## src/verilog/gdc_pkg.sv

```systemverilog
// Constants and types shared by the gate drive control design
package gdc_pkg;

	// Supply state codes for each supply rail input
	typedef enum logic [1:0]
	{
		GDC_SUP_PD   = 2'h0,
		GDC_SUP_PU   = 2'h1,
		GDC_SUP_OPEN = 2'h2
	} gdc_supply_t;

	// Fault latch states, one-hot
	typedef enum logic [3:0]
	{
		GDC_FLT_OK    = 4'h1,
		GDC_FLT_MUTE  = 4'h2,
		GDC_FLT_HELD  = 4'h4,
		GDC_FLT_ARMED = 4'h8
	} gdc_flt_state_t;

	// Clock and timing
	localparam int CLK_FREQ_KHZ   = 100000;
	localparam int CLK_PERIOD_NS  = 10;
	localparam int FILTER_TIME_NS = 40;
	localparam int FILTER_CYC     =
		(FILTER_TIME_NS + CLK_PERIOD_NS - 1) / CLK_PERIOD_NS;
	localparam int RST_FILT_NS    = 1000;
	localparam int RST_FILT_CYC   =
		(RST_FILT_NS + CLK_PERIOD_NS - 1) / CLK_PERIOD_NS;
	localparam int MUTE_NS        = 10000;
	localparam int MUTE_CYC       =
		(MUTE_NS + CLK_PERIOD_NS - 1) / CLK_PERIOD_NS;

	// Monitor waveform
	localparam int PWM_FREQ_KHZ   = 400;
	localparam int PWM_PERIOD_CYC = CLK_FREQ_KHZ / PWM_FREQ_KHZ;
	localparam int PWM_DUTY_MIN   = 5;
	localparam int PWM_DUTY_MAX   = 95;
	localparam int CODE_FULL      = 255;

	// Register map, byte addresses
	localparam logic [3:0] REG_STATUS = 4'h0;
	localparam logic [3:0] REG_MASK   = 4'h4;
	localparam logic [3:0] REG_STATE  = 4'h8;

	// Event bits of status and mask
	localparam int EV_FAULT = 0;
	localparam int EV_UVLO  = 1;
	localparam int EV_ASC   = 2;
	localparam int EV_W     = 3;

	// Reset values
	localparam logic [EV_W-1:0] STATUS_RST = 3'h0;
	localparam logic [EV_W-1:0] MASK_RST   = 3'h0;

	// Filtered input lanes
	localparam int LANE_INP = 0;
	localparam int LANE_INN = 1;
	localparam int LANE_RST = 2;
	localparam int LANES    = 3;

endpackage

```

## src/verilog/gdc_filt_if.sv

```systemverilog
// Carrier between pin synchronisers and the deglitch filter
`timescale 1ns/1ps
interface gdc_filt_if #(parameter int N = 3);
	logic [N-1:0] raw;
	logic [N-1:0] clean;
	modport src (output raw, input clean);
	modport fault_n_out (input raw, output clean);
endinterface

```

## src/verilog/gdc_deglitch.sv

```systemverilog
// Per-lane deglitch filter rejecting short pulses
`timescale 1ns/1ps
module gdc_deglitch
#(
	parameter int FILT_CYC = 4,
	parameter int N        = 3
)
(
	input  wire logic   i_ref_clk,
	input  wire logic   i_rst_n,
	gdc_filt_if.fault_n_out     bus
);

	localparam int CW = $clog2(FILT_CYC + 1);
	localparam logic [CW-1:0] LAST = CW'(FILT_CYC - 1);

	genvar g;
	generate
		for (g = 0; g < N; g++)
		begin : g_lane
			logic [CW-1:0] cnt_q;
			logic          out_q;

			// Output follows only after FILT_CYC differing cycles
			always_ff @(posedge i_ref_clk or negedge i_rst_n)
			begin
				if (!i_rst_n)
				begin
					cnt_q <= '0;
					out_q <= 1'b0;
				end
				else if (bus.raw[g] == out_q)
					cnt_q <= '0;
				else if (cnt_q == LAST)
				begin
					cnt_q <= '0;
					out_q <= bus.raw[g];
				end
				else
					cnt_q <= cnt_q + CW'(1);
			end

			assign bus.clean[g] = out_q;
		end
	endgenerate

endmodule

```

## src/verilog/gdc_top.sv

```systemverilog
// Gate drive control: supply table, fault latch, monitor, registers
// Summary of operation
// - Active short with output supplies up: gate on, clamp off, fault freed.
// - Monitor pin carries short level as 400 kHz PWM, 5% to 95%.
// - Either output supply down with enable high: gate off, not ready.
// - Positive output supply down, no short: gate off, clamp off, not ready.
// - Input supply down, no short: gate off, clamp on, not ready.
// - Enable low with supplies up, no short: gate off, clamp on, ready released.
// - Positive output supply open: gate and clamp float, not ready.
// - Negative output supply open: gate off, clamp on, not ready.
// - Noninverting input low, no short: gate off, clamp on.
// - Outside active short, inverting input high forces gate off, clamp on.
// - Outside active short, gate on only with supplies up, enabled, no fault, inputs high and low.
// - Overcurrent shuts gate and latches fault low until reset.
// - Undervoltage pulls gate down, shows not ready, recovers alone.
// - Fault clears on enable rising after low beyond reset filter time.
// - Reset requests ignored during fault mute time.
// - Pulses under 40 ns on PWM and enable inputs are rejected.
//
// Chosen here: the address map and the address-and-strobe port.
`timescale 1ns/1ps
module gdc_top
#(
	parameter int P_RST_FILT_CYC = gdc_pkg::RST_FILT_CYC,
	parameter int P_MUTE_CYC     = gdc_pkg::MUTE_CYC
)
(
	input  wire logic               i_ref_clk,
	input  wire logic               i_reset_n,
	input  wire gdc_pkg::gdc_supply_t i_vcc_state,
	input  wire gdc_pkg::gdc_supply_t i_vdd_state,
	input  wire gdc_pkg::gdc_supply_t i_vee_state,
	input  wire logic               i_in_pos,
	input  wire logic               i_in_neg,
	input  wire logic               i_rst_en,
	input  wire logic               i_active_short_request,
	input  wire logic [7:0]         i_short_level_code,
	input  wire logic               i_overcurrent_sense,
	input  wire logic               i_fault_n_in,
	input  wire logic               i_power_good_in,
	input  wire logic [3:0]         i_reg_addr,
	input  wire logic [7:0]         i_reg_wdata,
	input  wire logic               i_reg_wr,
	input  wire logic               i_reg_rd,
	output logic [7:0]              o_reg_rdata,
	output logic                    o_irq,
	output logic                    o_gate_drive_out,
	output logic                    o_gate_drive_out_oe,
	output logic                    o_miller_clamp_drive,
	output logic                    o_miller_clamp_drive_oe,
	output logic                    o_fault_n_out,
	output logic                    o_fault_n_out_oe,
	output logic                    o_power_good,
	output logic                    o_power_good_oe,
	output logic                    o_short_level_pwm_monitor
);
	import gdc_pkg::*;

	localparam int TW = 16;
	localparam logic [TW-1:0] RST_LAST  = TW'(P_RST_FILT_CYC - 1);
	localparam logic [TW-1:0] MUTE_LAST = TW'(P_MUTE_CYC - 1);
	localparam logic [7:0] PWM_LAST = 8'(PWM_PERIOD_CYC - 1);
	localparam int DUTY_BASE = PWM_PERIOD_CYC * PWM_DUTY_MIN + 50;
	localparam int DUTY_SPAN =
		PWM_PERIOD_CYC * (PWM_DUTY_MAX - PWM_DUTY_MIN);
	localparam int SW = 7;

	logic            rst_ff1_q;
	logic            rst_n;
	logic [SW-1:0]   sync1_q;
	logic [SW-1:0]   sync2_q;
	logic            inp_f;
	logic            inn_f;
	logic            rst_f;
	logic            rst_f_q;
	logic            asc_s;
	logic            oc_s;
	gdc_flt_state_t  flt_q;
	logic [TW-1:0]   tmr_q;
	logic            fault_q;
	logic            all_pu;
	logic            asc_row;
	logic            on_cond;
	logic            gate_d;
	logic            clamp_d;
	logic            drv_oe_d;
	logic            pg_low_d;
	logic            gate_q;
	logic            clamp_q;
	logic            drv_oe_q;
	logic            pg_low_q;
	logic            flt_oe_q;
	logic [7:0]      pwm_cnt_q;
	logic [7:0]      duty_q;
	logic [7:0]      duty_d;
	logic            pwm_q;
	logic [EV_W-1:0] status_q;
	logic [EV_W-1:0] mask_q;
	logic [EV_W-1:0] ev;
	logic            asc_row_q;

	gdc_filt_if #(.N(LANES)) filt ();

	// Reset release through two flops
	always_ff @(posedge i_ref_clk or negedge i_reset_n)
	begin
		if (!i_reset_n)
		begin
			rst_ff1_q <= 1'b0;
			rst_n     <= 1'b0;
		end
		else
		begin
			rst_ff1_q <= 1'b1;
			rst_n     <= rst_ff1_q;
		end
	end

	// Two-flop synchronisers for pin inputs
	always_ff @(posedge i_ref_clk or negedge rst_n)
	begin
		if (!rst_n)
		begin
			sync1_q <= '0;
			sync2_q <= '0;
		end
		else
		begin
			sync1_q <= {i_power_good_in, i_fault_n_in,
				i_overcurrent_sense, i_active_short_request,
				i_rst_en, i_in_neg, i_in_pos};
			sync2_q <= sync1_q;
		end
	end

	assign filt.raw = sync2_q[2:0];
	assign asc_s    = sync2_q[3];
	assign oc_s     = sync2_q[4];

	gdc_deglitch #(.FILT_CYC(FILTER_CYC), .N(LANES)) u_deglitch
	(
		.i_ref_clk (i_ref_clk),
		.i_rst_n   (rst_n),
		.bus       (filt)
	);

	assign inp_f = filt.clean[LANE_INP];
	assign inn_f = filt.clean[LANE_INN];
	assign rst_f = filt.clean[LANE_RST];

	// Previous filtered enable for edge detection
	always_ff @(posedge i_ref_clk or negedge rst_n)
	begin
		if (!rst_n)
			rst_f_q <= 1'b0;
		else
			rst_f_q <= rst_f;
	end

	// Fault latch with mute and reset filter timing
	always_ff @(posedge i_ref_clk or negedge rst_n)
	begin
		if (!rst_n)
		begin
			flt_q <= GDC_FLT_OK;
			tmr_q <= '0;
		end
		else
		begin
			case (flt_q)
				GDC_FLT_OK:
				begin
					tmr_q <= '0;
					if (oc_s && gate_q)
						flt_q <= GDC_FLT_MUTE;
				end
				GDC_FLT_MUTE:
				begin
					if (tmr_q == MUTE_LAST)
					begin
						tmr_q <= '0;
						flt_q <= GDC_FLT_HELD;
					end
					else
						tmr_q <= tmr_q + TW'(1);
				end
				GDC_FLT_HELD:
				begin
					if (rst_f)
						tmr_q <= '0;
					else if (tmr_q == RST_LAST)
						flt_q <= GDC_FLT_ARMED;
					else
						tmr_q <= tmr_q + TW'(1);
				end
				GDC_FLT_ARMED:
				begin
					if (rst_f && !rst_f_q)
						flt_q <= GDC_FLT_OK;
				end
				default:
				begin
					flt_q <= GDC_FLT_MUTE;
					tmr_q <= '0;
				end
			endcase
		end
	end

	assign fault_q = (flt_q != GDC_FLT_OK);
	assign all_pu  = (i_vcc_state == GDC_SUP_PU)
		&& (i_vdd_state == GDC_SUP_PU) && (i_vee_state == GDC_SUP_PU);
	assign on_cond = all_pu && rst_f && !fault_q && inp_f && !inn_f;

	// Supply and input priority table, evaluated every cycle
	always_comb
	begin
		gate_d   = 1'b0;
		clamp_d  = 1'b1;
		drv_oe_d = 1'b1;
		pg_low_d = 1'b1;
		asc_row  = 1'b0;
		if (asc_s && i_vdd_state == GDC_SUP_PU
			&& i_vee_state == GDC_SUP_PU)
		begin
			gate_d   = 1'b1;
			clamp_d  = 1'b0;
			pg_low_d = !all_pu;
			asc_row  = 1'b1;
		end
		else if (i_vdd_state == GDC_SUP_OPEN)
		begin
			drv_oe_d = 1'b0;
			clamp_d  = 1'b0;
		end
		else if (i_vdd_state == GDC_SUP_PD)
			clamp_d = 1'b0;
		else if (i_vcc_state != GDC_SUP_PU)
			clamp_d = 1'b1;
		else if (i_vee_state != GDC_SUP_PU)
			clamp_d = 1'b1;
		else
		begin
			pg_low_d = 1'b0;
			if (on_cond)
			begin
				gate_d  = 1'b1;
				clamp_d = 1'b0;
			end
		end
	end

	always_ff @(posedge i_ref_clk or negedge rst_n)
	begin
		if (!rst_n)
		begin
			gate_q    <= 1'b0;
			clamp_q   <= 1'b1;
			drv_oe_q  <= 1'b1;
			pg_low_q  <= 1'b1;
			flt_oe_q  <= 1'b0;
			asc_row_q <= 1'b0;
		end
		else
		begin
			gate_q    <= gate_d;
			clamp_q   <= clamp_d;
			drv_oe_q  <= drv_oe_d;
			pg_low_q  <= pg_low_d;
			asc_row_q <= asc_row;
			// fault pin pulled low, freed in short row
			flt_oe_q  <= fault_q && !asc_row;
		end
	end

	assign o_gate_drive_out        = gate_q;
	assign o_gate_drive_out_oe     = drv_oe_q;
	assign o_miller_clamp_drive    = clamp_q;
	assign o_miller_clamp_drive_oe = drv_oe_q;
	assign o_fault_n_out           = 1'b0;
	assign o_fault_n_out_oe        = flt_oe_q;
	assign o_power_good            = 1'b0;
	assign o_power_good_oe         = pg_low_q;

	// Duty in cycles from the sampled level code
	always_comb
	begin
		duty_d = 8'((DUTY_BASE + int'(i_short_level_code) * DUTY_SPAN
			/ CODE_FULL) / 100);
	end

	always_ff @(posedge i_ref_clk or negedge rst_n)
	begin
		if (!rst_n)
		begin
			pwm_cnt_q <= '0;
			duty_q    <= '0;
			pwm_q     <= 1'b0;
		end
		else
		begin
			if (pwm_cnt_q == PWM_LAST)
			begin
				pwm_cnt_q <= '0;
				duty_q    <= duty_d;
			end
			else
				pwm_cnt_q <= pwm_cnt_q + 8'h01;
			pwm_q <= (pwm_cnt_q < duty_q);
		end
	end

	assign o_short_level_pwm_monitor = pwm_q;

	// Event pulses for the status register
	assign ev[EV_FAULT] = (flt_q == GDC_FLT_OK) && oc_s && gate_q;
	assign ev[EV_UVLO]  = pg_low_d && !pg_low_q;
	assign ev[EV_ASC]   = asc_row && !asc_row_q;

	// Sticky status, write one to clear, set wins
	always_ff @(posedge i_ref_clk or negedge rst_n)
	begin
		if (!rst_n)
			status_q <= STATUS_RST;
		else if (i_reg_wr && i_reg_addr == REG_STATUS)
			status_q <= (status_q & ~i_reg_wdata[EV_W-1:0]) | ev;
		else
			status_q <= status_q | ev;
	end

	// Interrupt mask
	always_ff @(posedge i_ref_clk or negedge rst_n)
	begin
		if (!rst_n)
			mask_q <= MASK_RST;
		else if (i_reg_wr && i_reg_addr == REG_MASK)
			mask_q <= i_reg_wdata[EV_W-1:0];
	end

	assign o_irq = |(status_q & mask_q);

	// Read data, valid only the cycle after the strobe
	always_ff @(posedge i_ref_clk or negedge rst_n)
	begin
		if (!rst_n)
			o_reg_rdata <= '0;
		else if (!i_reg_rd)
			o_reg_rdata <= '0;
		else
		begin
			case (i_reg_addr)
				REG_STATUS: o_reg_rdata <= {5'h00, status_q};
				REG_MASK:   o_reg_rdata <= {5'h00, mask_q};
				REG_STATE:  o_reg_rdata <= {1'b0, asc_row_q,
					sync2_q[6], sync2_q[5], clamp_q, gate_q,
					!pg_low_q, fault_q};
				default:    o_reg_rdata <= '0;
			endcase
		end
	end
endmodule

```

## config.mk

```make
export PLATFORM = sky130hd
export DESIGN_NAME = gdc_top
export DESIGN_NICKNAME = d
export VERILOG_FILES = /design/src/verilog/gdc_pkg.sv /design/src/verilog/gdc_filt_if.sv /design/src/verilog/gdc_deglitch.sv /design/src/verilog/gdc_top.sv
export SDC_FILE = /design/constraint.sdc
export NUM_CORES = 1
export LEC_CHECK = 0
export CORE_MARGIN = 3
export CORE_UTILIZATION = 50
export CTS_CLUSTER_SIZE = 10
export DETAILED_ROUTE_END_ITERATION = 12
export DONT_BUFFER_PORTS = 1
export PLACE_DENSITY = 0.72
export RECOVER_POWER = 25
export REMOVE_ABC_BUFFERS = 1
export SETUP_SLACK_MARGIN = 0.2
export SLEW_MARGIN = 10
export SYNTH_ARGS = -nofsm -noshare
export SYNTH_HDL_FRONTEND = slang
export SYNTH_SLANG_ARGS = --single-unit
export TNS_END_PERCENT = 10
```

## constraint.sdc

```tcl
create_clock -name i_ref_clk -period 7.9 [get_ports i_ref_clk]
set_clock_uncertainty 0.2 [all_clocks]
set_input_delay 1.58 -clock i_ref_clk [delete_from_list [all_inputs] [get_ports i_ref_clk]]
set_output_delay 1.58 -clock i_ref_clk [all_outputs]
set_load 0.02 [all_outputs]
```

==> results of run 1 <==
cell usage after synthesis (all sizes together), types with 19 or more instances:
library cell,number
dfrtp,81
nor3,52
clkbuf,19
nand2,111
inv,89
o211ai,28
xnor2,57
o21ai,90
ha,65
a21oi,91
and3,25
a211oi,35
xor2,31
nand3,77
buf,28
and2,28
fa,27
a21o,29
nor2,122
area by class of cell:
| cell class | instances | area, sq um |
|---|---|---|
| tap | 285 | 357 |
| clock inverter | 7 | 108 |
| clock buffer | 9 | 225 |
| multi-input combinational | 1225 | 10000 |
| fill | 1400 | 5330 |
| sequential | 85 | 2130 |
| timing repair buffer | 550 | 4180 |
| inverter | 89 | 334 |
| antenna | 1 | 2.50 |
logic make-up after synthesis:
group / Yosys count
xor gates and xnor gates: 90
AOI/OAI and AO/OA: 460
adders and majority gates: 94
other: 2
DFF: 85
buffers and inverters: 136
muxes: 27
and+or+nand+nor: 549
cells in the final DEF, fill, tap and decap left out, types with 23 or more instances in the layout:
cell type    n
buf_4      540
fa_1        27
dfrtp_1     81
xnor2_1     45
nor3_1      39
o211ai_1    26
a21o_1      26
o21ai_0     65
nand2_1    108
nand3_1     69
xor2_1      23
inv_1       86
and2_1      26
a21oi_1     69
nor2_1     117
ha_1        58
state kept, by name, indices dropped and copies added, names as in the netlist:
name and cells:
u_deglitch.g_lane.cnt_q 9, sync1_q 7, u_deglitch.g_lane.out_q 3, asc_row_q 1
o_gate_drive_out 1, o_power_good_oe 1, mask_q 3, rst_ff1_q 1
o_short_level_pwm_monitor 1, tmr_q 16, o_miller_clamp_drive 1, status_q 3
rst_f_q 1, sync2_q 7, duty_q 8, flt_q 4
o_gate_drive_out_oe 1, rst_n 1, o_reg_rdata 7, pwm_cnt_q 8
o_fault_n_out_oe 1
per-stage QoR:
stage / hold WS, ns / instances / TNS [ns] / utilization [%] / area, sq um
finish: 0.157 / 2251 / -76.44 / 76.5 / 17400
global route: 0.159 / 2250 / -82.14 / 76.5 / 17400
CTS: 0.156 / 2243 / -71.12 / 75.6 / 17200
detailed placement: 0.140 / 2186 / -82.25 / 68.2 / 15500
global placement: 0.135 / 2186 / -79.22 / 68.2 / 15500
floorplan: 0.131 / 1398 / -83.88 / - / 11300
metal layers:
layer / global-route usage [%] / wire [microns] / vias up
met3: 3.96 / 2870 / 210
met1: 40.5 / 16800 / 6874
met5: 0 / 13 / -
met2: 60.6 / 21600 / 754
met4: 12.8 / 1910 / 2
li1: - / - / 6429
repair_timing:
item	CTS	global route
pin swaps	81	17
gates cloned	1	0
setup buffers	40	7
setup endpoints to repair	8	8
gates resized for setup	182	32
worst paths after layout:
check	cells after the start	endpoint	slack, ns
min in group asynchronous	0	rst_ff1_q$_DFF_PN0_	0.73
setup / recovery	82	duty_q[0]$_DFFE_PN0N_	-11.03
hold / removal	0	sync2_q[6]$_DFF_PN0_	0.16
setup reg to reg	0	tmr_q[4]$_DFFE_PN0P_	4.57
max in group asynchronous	0	tmr_q[4]$_DFFE_PN0P_	4.57
hold reg to reg	0	sync2_q[6]$_DFF_PN0_	0.16
worst max-delay path: cells and delay by family:
family / cells / cell delay [ns]
adder cells (fa/ha/maj): 6 / 2.40
multiplexers: 5 / 1.22
XOR/XNOR: 3 / 0.46
AND/OR/NAND/NOR: 16 / 3.49
AO/OA/AOI/OAI: 32 / 6.91
buffers and inverters: 20 / 2.83
==> impl_metrics.tcl, run 1 <==
set metrics [dict create \
    clockBufferDepth 2 \
    critical_path_arrival_ns 18.96 \
    crit_path_frequent_cell "buf_4" \
    hpwlAfterDp_microns 29200 \
    hp-class "flip-flop to flip-flop" \
    antenna_found_initial 1 \
    postSynthAreaPerCell_sq_um 8.01 \
    period_needed_ns 18.93 \
    first_pass_iters 6 \
    max_slew_margin_pct -109 \
    max_stage_delay_ns 0.56 \
    timing.fmax_mhz 52.8 \
    ioPinCount 55 \
    worst-setup-path-type "input port to flip-flop" \
    cts_made_buffers 9 \
    synth_largest_area_cell "dfrtp_1" \
    postRouteAntennaNets 0 \
    finalWeightedCongestion 0.985 \
    grt-ovfl-total 0 \
    async_flop_share_pct 100 \
    cp-start-kind "input port" \
    violations "capacitance limit, slew limit, setup timing" \
    synth_compound_area_share_pct 29.7 \
    dp_slack_ns -11.78 \
    synthTopCellsByArea "dfrtp_1 18%, ha_1 7.0%, fa_1 4.7%" \
    setup_viol 8 \
    yosysSeqAreaShare_pct 18.4 \
    coreArea_sq_um 22700 \
    die_w_microns 158 \
    worstReg2RegStart "rst_n$_DFF_PN0_" \
    post-route-drc-count 0 \
    htree_levels 3 \
    rows 55 \
    cts_sinks 85 \
    cts_tree "built" \
    track_usage_pct 33.4 \
    ys_ff_latch 85 \
    synthDistinctLibCells 121 \
    drv_slew 84 \
    wl_per_cell_microns 19.2 \
    post_drt_via_cell_ratio 6.34 \
    die_y_microns 158 \
    grt_pass1_wl_microns 69500 \
    drt-total-wl_microns 43200 \
    synth_top_area_share_pct 17.5 \
    synth_fa_ha_area_share_pct 11.9 \
    cts_root_buffer "clkbuf_16" \
    drt_iter0_drc 1555 \
    synthCells 1443 \
    drive_gt1_share_pct 41.3 \
    synth-xor-area-share_pct 7.41 \
    synth_warnings 0 \
    rsz0062_at_grt "true" \
    synthFlopType "dfrtp_1" \
    dieArea_sq_um 25000 \
    start_util_pct 50.9 \
    grt_start_max_net_pins 84 \
    synthMuxAreaShare_pct 2.63 \
    startpoint "i_short_level_code[2]" \
    port_buffers 0 \
    cts.clk_slew.worst_paths_ns 0.07 \
    syn2layout_area_growth_pct 50.3 \
    cpMaxStageDelayCell "a2111o_2" \
    worst_slack_ns -11.03 \
    synth-simple-area-share_pct 25.0 \
    hp-start "sync1_q[6]$_DFF_PN0_" \
    synth_edf_count 0 \
    worst_slew_pin_slew_ns 3.13 \
    finalHoldViolCount 0 \
    period_share_pct 240 \
    vias 14269 \
    outcome "complete, but fails checks" \
    worst_setup_path_end_kind "flip-flop" \
    grt_pass1_vias 14347 \
    finalNetCount 2089 \
    clock_latency_ns 0.34 \
    worstPathMaxFanout 8 \
    syn_area_sq_um 11600 \
    critPathRequiredTime_ns 7.93 \
    cts_hold_buf 0 \
    synth_top_family_by_area "compound AO/OA/AOI/OAI gates" \
    cap_violations 1 \
]
Power of run 1 is not shown: default switching activity piles up to over one toggle a cycle in this logic, so the estimate is an artifact.
==> inputs of run 2 (changes only) <==
--- a/config.mk
+++ b/config.mk
@@ -5,12 +5,12 @@
 export SDC_FILE = /design/constraint.sdc
 export NUM_CORES = 1
 export LEC_CHECK = 0
+export BUFFER_PORTS_ARGS = -buffer_cell sky130_fd_sc_hd__buf_2
 export CORE_MARGIN = 3
 export CORE_UTILIZATION = 50
 export CTS_CLUSTER_SIZE = 10
 export DETAILED_ROUTE_END_ITERATION = 12
-export DONT_BUFFER_PORTS = 1
-export PLACE_DENSITY = 0.72
+export PLACE_DENSITY = 0.74
 export RECOVER_POWER = 25
 export REMOVE_ABC_BUFFERS = 1
 export SETUP_SLACK_MARGIN = 0.2
==> impl_metrics.tcl, run 2 (synthesis gave the netlist of run 1 again) <==
set metrics [dict create \
    rsz0062_at_grt "true" \
    critical_path_arrival_ns 19.33 \
    max_slew_margin_pct -108 \
    htree_levels 3 \
    max_stage_delay_ns 0.58 \
    grt_start_max_net_pins 84 \
    outcome "complete, but fails checks" \
    grt_pass1_vias 13463 \
    rows 55 \
    timing.fmax_mhz 51.9 \
    layout_common_cells "540 x buf_4, 119 x nor2_1, 106 x nand2_1" \
    antenna_found_initial 0 \
    worst-setup-path-type "input port to flip-flop" \
    grt-ovfl-total 0 \
    post-route-drc-count 0 \
    worstPathMaxFanout 7 \
    critPathRequiredTime_ns 7.97 \
    drt_iter0_drc 1185 \
    cp-start-kind "input port" \
    cpMaxStageDelayCell "a2111o_2" \
    top_register "tmr_q" \
    hp-class "flip-flop to flip-flop" \
    cts_root_buffer "clkbuf_16" \
    postRouteAntennaNets 0 \
    die_y_microns 158 \
    cts_tree "built" \
    finalHoldViolCount 0 \
    cap_violations 1 \
    clockBufferDepth 2 \
    cts.clk_slew.worst_paths_ns 0.06 \
    finalWeightedCongestion 0.970 \
    worst_setup_path_end_kind "flip-flop" \
    drive_gt1_share_pct 42.6 \
    clock_latency_ns 0.34 \
    violations "capacitance limit, slew limit, setup timing" \
    worst_slack_ns -11.36 \
    cts_made_buffers 9 \
    hpwlAfterDp_microns 29400 \
    setup_viol 8 \
    diodes 0 \
    post_drt_via_cell_ratio 6.08 \
    vias 13952 \
    die_w_microns 158 \
    cts_sinks 85 \
    start_util_pct 50.9 \
    period_share_pct 244 \
    track_usage_pct 30.2 \
    finalNetCount 2133 \
    port_buffers 46 \
    largestRegisters "tmr_q: 16 flops, u_deglitch.g_lane.cnt_q: 9 flops" \
    drv_slew 84 \
    ioPinCount 55 \
    worst_slew_pin_slew_ns 3.12 \
    crit_path_frequent_cell "buf_4" \
    syn2layout_area_growth_pct 51.2 \
    final_common_cell "buf_4" \
    largest_register_ff_count 16 \
    wl_per_cell_microns 17.8 \
    drt-total-wl_microns 40800 \
    grt_pass1_wl_microns 63200 \
    fin_tns_setup_ns -77.79 \
    dieArea_sq_um 25000 \
    first_pass_iters 6 \
    coreArea_sq_um 22700 \
    period_needed_ns 19.26 \
]
==> run 2: cell count changes in the layout (fill, tap and decap cells not counted), moves of 3 or more <==
cell	before	now
a32oi_2	4	1
a21oi_1	69	73
o21ai_1	16	19
nand3_1	69	66
or2_4	4	1
a211oi_4	7	4
buf_2	0	45
mux2i_1	12	8
ha_4	6	1
nand3_2	7	10
a211oi_2	16	20
ha_2	1	4
==> run 2: cell type report <==
type                    count  area (sq um)
clock buffers              10           239
multi-input cells        1224          9950
clock inverters             6          68.8
repair buffers            595          4400
flip-flops and latches     85          2130
fillers                  1437          5230
well taps                 285           357
inverters                  89           334
==> run 2: final timing paths <==
check	startpoint	end	slack [ns]	cells after the start
worst max-delay path	i_short_level_code[7]	duty_q[0]$_DFFE_PN0N_	-11.36	84
worst min register to register	sync1_q[3]$_DFF_PN0_	sync2_q[3]$_DFF_PN0_	0.14	0
max in group asynchronous	rst_n$_DFF_PN0_	u_deglitch.g_lane[1].cnt_q[0]$_DFF_PN0_	4.61	0
min in group asynchronous	i_reset_n	rst_n$_DFF_PN0_	0.82	1
worst max register to register	rst_n$_DFF_PN0_	u_deglitch.g_lane[1].cnt_q[0]$_DFF_PN0_	4.61	0
worst min-delay path	sync1_q[3]$_DFF_PN0_	sync2_q[3]$_DFF_PN0_	0.14	0
==> run 2: what timing repair did <==
action | 4_1_cts | 5_1_grt
setup buffers | 26 | 28
setup endpoints to repair | 8 | 8
endpoints found under the hold margin | 0 | 0
pin swaps | 48 | 66
gates resized for setup | 115 | 91
hold buffers | 0 | 0
==> run 2: routing by layer <==
layer / vias up / wire length, microns / track usage, %
li1: 6527 / - / -
met5: - / 0 / 0
met3: 126 / 2150 / 2.62
met4: 0 / 1260 / 11.3
met1: 6710 / 16400 / 37.3
met2: 589 / 21000 / 54.6
==> run 2: through the flow <==
stage               util, %  worst slack (ns)  hold WS [ns]  cell area, sq um  std cells
finish                 77.0            -11.36         0.143             17500       2294
global route           77.0            -12.07         0.155             17500       2294
detailed placement     68.9            -11.80         0.135             15600       2224
global placement       68.9            -11.22         0.133             15600       2224
CTS                    73.7            -10.49         0.144             16700       2266
floorplan                 -            -11.98         0.131             11300       1398
==> run 2: worst max-delay path, delay by kind of cell <==
kind / cells / cell delay, ns
buffers and inverters: 22 / 2.95
multiplexers: 6 / 1.44
XOR/XNOR: 5 / 1.00
AND/OR/NAND/NOR: 12 / 1.72
adder cells (fa/ha/maj): 7 / 2.83
AO/OA/AOI/OAI: 32 / 7.75
Power of run 2 is left out for the same reason.
==> inputs of run 3 (changes only) <==
--- a/config.mk
+++ b/config.mk
@@ -10,6 +10,7 @@
 export CORE_UTILIZATION = 50
 export CTS_CLUSTER_SIZE = 10
 export DETAILED_ROUTE_END_ITERATION = 12
+export MAX_ROUTING_LAYER = met4
 export PLACE_DENSITY = 0.74
 export RECOVER_POWER = 25
 export REMOVE_ABC_BUFFERS = 1
==> impl_metrics.tcl, run 3 (synthesis gave the netlist of run 1 again) <==
set metrics [dict create \
    grt_start_max_net_pins 84 \
    cpLargestDelayFamily "compound AO/OA/AOI/OAI gates" \
    cap_violations 1 \
    rsz0062_at_grt "true" \
    rows 55 \
    top_register "tmr_q" \
    hpwlAfterDp_microns 30000 \
    cts_root_buffer "clkbuf_16" \
    worst-setup-path-type "input port to flip-flop" \
    vias 14365 \
    post_drt_via_cell_ratio 6.23 \
    port_buffers 46 \
    drive_gt1_share_pct 43.5 \
    final_util_pct 78.5 \
    postRouteAntennaNets 0 \
    violations "capacitance limit, slew limit, setup timing" \
    min_path_cells 0 \
    largest_register_ff_count 16 \
    finalHoldViolCount 0 \
    crit_buf_inv 20 \
    finalWeightedCongestion 0.952 \
    setup_viol 8 \
    fin_cells 2307 \
    coreArea_sq_um 22700 \
    hold_end "sync2_q[1]$_DFF_PN0_" \
    drt_iter0_drc 1460 \
    grt_pass1_wl_microns 65700 \
    cts.clk_slew.worst_paths_ns 0.07 \
    critical_path_arrival_ns 19.33 \
    track_usage_pct 32.2 \
    worstRegToRegCells 0 \
    max_slew_margin_pct -111 \
    htree_levels 3 \
    period_share_pct 244 \
    finalNetCount 2146 \
    layout_common_cells "548 x buf_4, 116 x nor2_1, 108 x nand2_1" \
    crit_path_frequent_cell "buf_4" \
    r2r-end "tmr_q[14]$_DFFE_PN0P_" \
    fin_tns_setup_ns -78.23 \
    largestRegisters "tmr_q: 16 flops, u_deglitch.g_lane.cnt_q: 9 flops" \
    dieArea_sq_um 25000 \
    syn2layout_area_growth_pct 54.1 \
    cts_sinks 85 \
    antenna_found_initial 0 \
    first_pass_iters 9 \
    wl_per_cell_microns 18.8 \
    drv_slew 84 \
    cts_tree "built" \
    period_needed_ns 19.26 \
    worst_slew_pin_slew_ns 3.16 \
    reg2reg_slack_ns 4.54 \
    dpl.cell_count 2236 \
    diodes 0 \
    clockBufferDepth 2 \
    post-route-drc-count 0 \
    clock_latency_ns 0.35 \
    max_stage_delay_ns 0.58 \
    grt-ovfl-total 0 \
    worst_setup_path_end_kind "flip-flop" \
    cts_made_buffers 9 \
    worst_slack_ns -11.36 \
    outcome "complete, but fails checks" \
    hp-start "sync1_q[1]$_DFF_PN0_" \
    worstPathMaxFanout 7 \
    cpMaxStageDelayCell "a2111o_2" \
    start_util_pct 50.9 \
    hp-class "flip-flop to flip-flop" \
    cp-start-kind "input port" \
    cts_hold_buf 0 \
    critPathRequiredTime_ns 7.97 \
    drt-total-wl_microns 43300 \
    final_common_cell "buf_4" \
    ioPinCount 55 \
    timing.fmax_mhz 51.9 \
    die_y_microns 158 \
    worstReg2RegStart "rst_n$_DFF_PN0_" \
    grt_pass1_vias 13884 \
    die_w_microns 158 \
]
[run 3: changes by cell type in the layout (fill, tap and decap cells not counted), moves of 4 or more]
cell      before  now
buf_4        540  548
a211oi_2      20   13
buf_6          7   12
o21ai_0       64   59
a211oi_4       4    8
mux2i_2        5    1
nor3_1        39   35
nor3_4         2    6
o21ai_2        5    9
[run 3: worst max-delay path by stage]
| stage | startpoint | to | cells past startpoint |
|---|---|---|---|
| 2_1_floorplan | i_short_level_code[5] | duty_q[1]$_DFFE_PN0N_ | 68 |
| 3_3_place_gp | i_short_level_code[5] | duty_q[0]$_DFFE_PN0N_ | 81 |
| 3_5_place_dp | i_short_level_code[5] | duty_q[0]$_DFFE_PN0N_ | 79 |
| 4_1_cts | i_short_level_code[5] | duty_q[0]$_DFFE_PN0N_ | 77 |
| 5_1_grt | i_short_level_code[7] | duty_q[0]$_DFFE_PN0N_ | 84 |
| 6_report | i_short_level_code[7] | duty_q[0]$_DFFE_PN0N_ | 80 |
[run 3: layer usage]
layer | vias up | global-route usage, % | share of wire [%]
li1 | 6545 | - | -
met1 | 6828 | 39.1 | 39
met2 | 743 | 57.1 | 50
met3 | 249 | 2.98 | 6.1
met4 | 0 | 9.67 | 4.9
met5 | - | - | 0
[run 3: timing repair]
action | 4_1_cts | 5_1_grt
pin swaps | 57 | 74
buffers inserted | 26 | 29
gates resized for setup | 121 | 122
endpoints found under the setup margin | 8 | 8
[run 3: per-stage QoR]
step | setup WS, ns | area (sq um) | hold slack (ns)
after CTS | -10.53 | 16900 | 0.153
after detailed placement | -11.56 | 15700 | 0.136
after floorplan | -11.98 | 11300 | 0.131
final | -11.36 | 17800 | 0.157
after global placement | -11.19 | 15700 | 0.134
after global routing | -12.00 | 17800 | 0.169
[run 3: layout make-up]
cell class              count  area, sq um
clock buffers              10          239
clock inverters             6         93.8
fillers                  1420         4890
inverters                  89          334
multi-input cells        1224        10100
flip-flops and latches     85         2130
well taps                 285          357
repair buffers            608         4520
Power of run 3 is left out for the same reason.
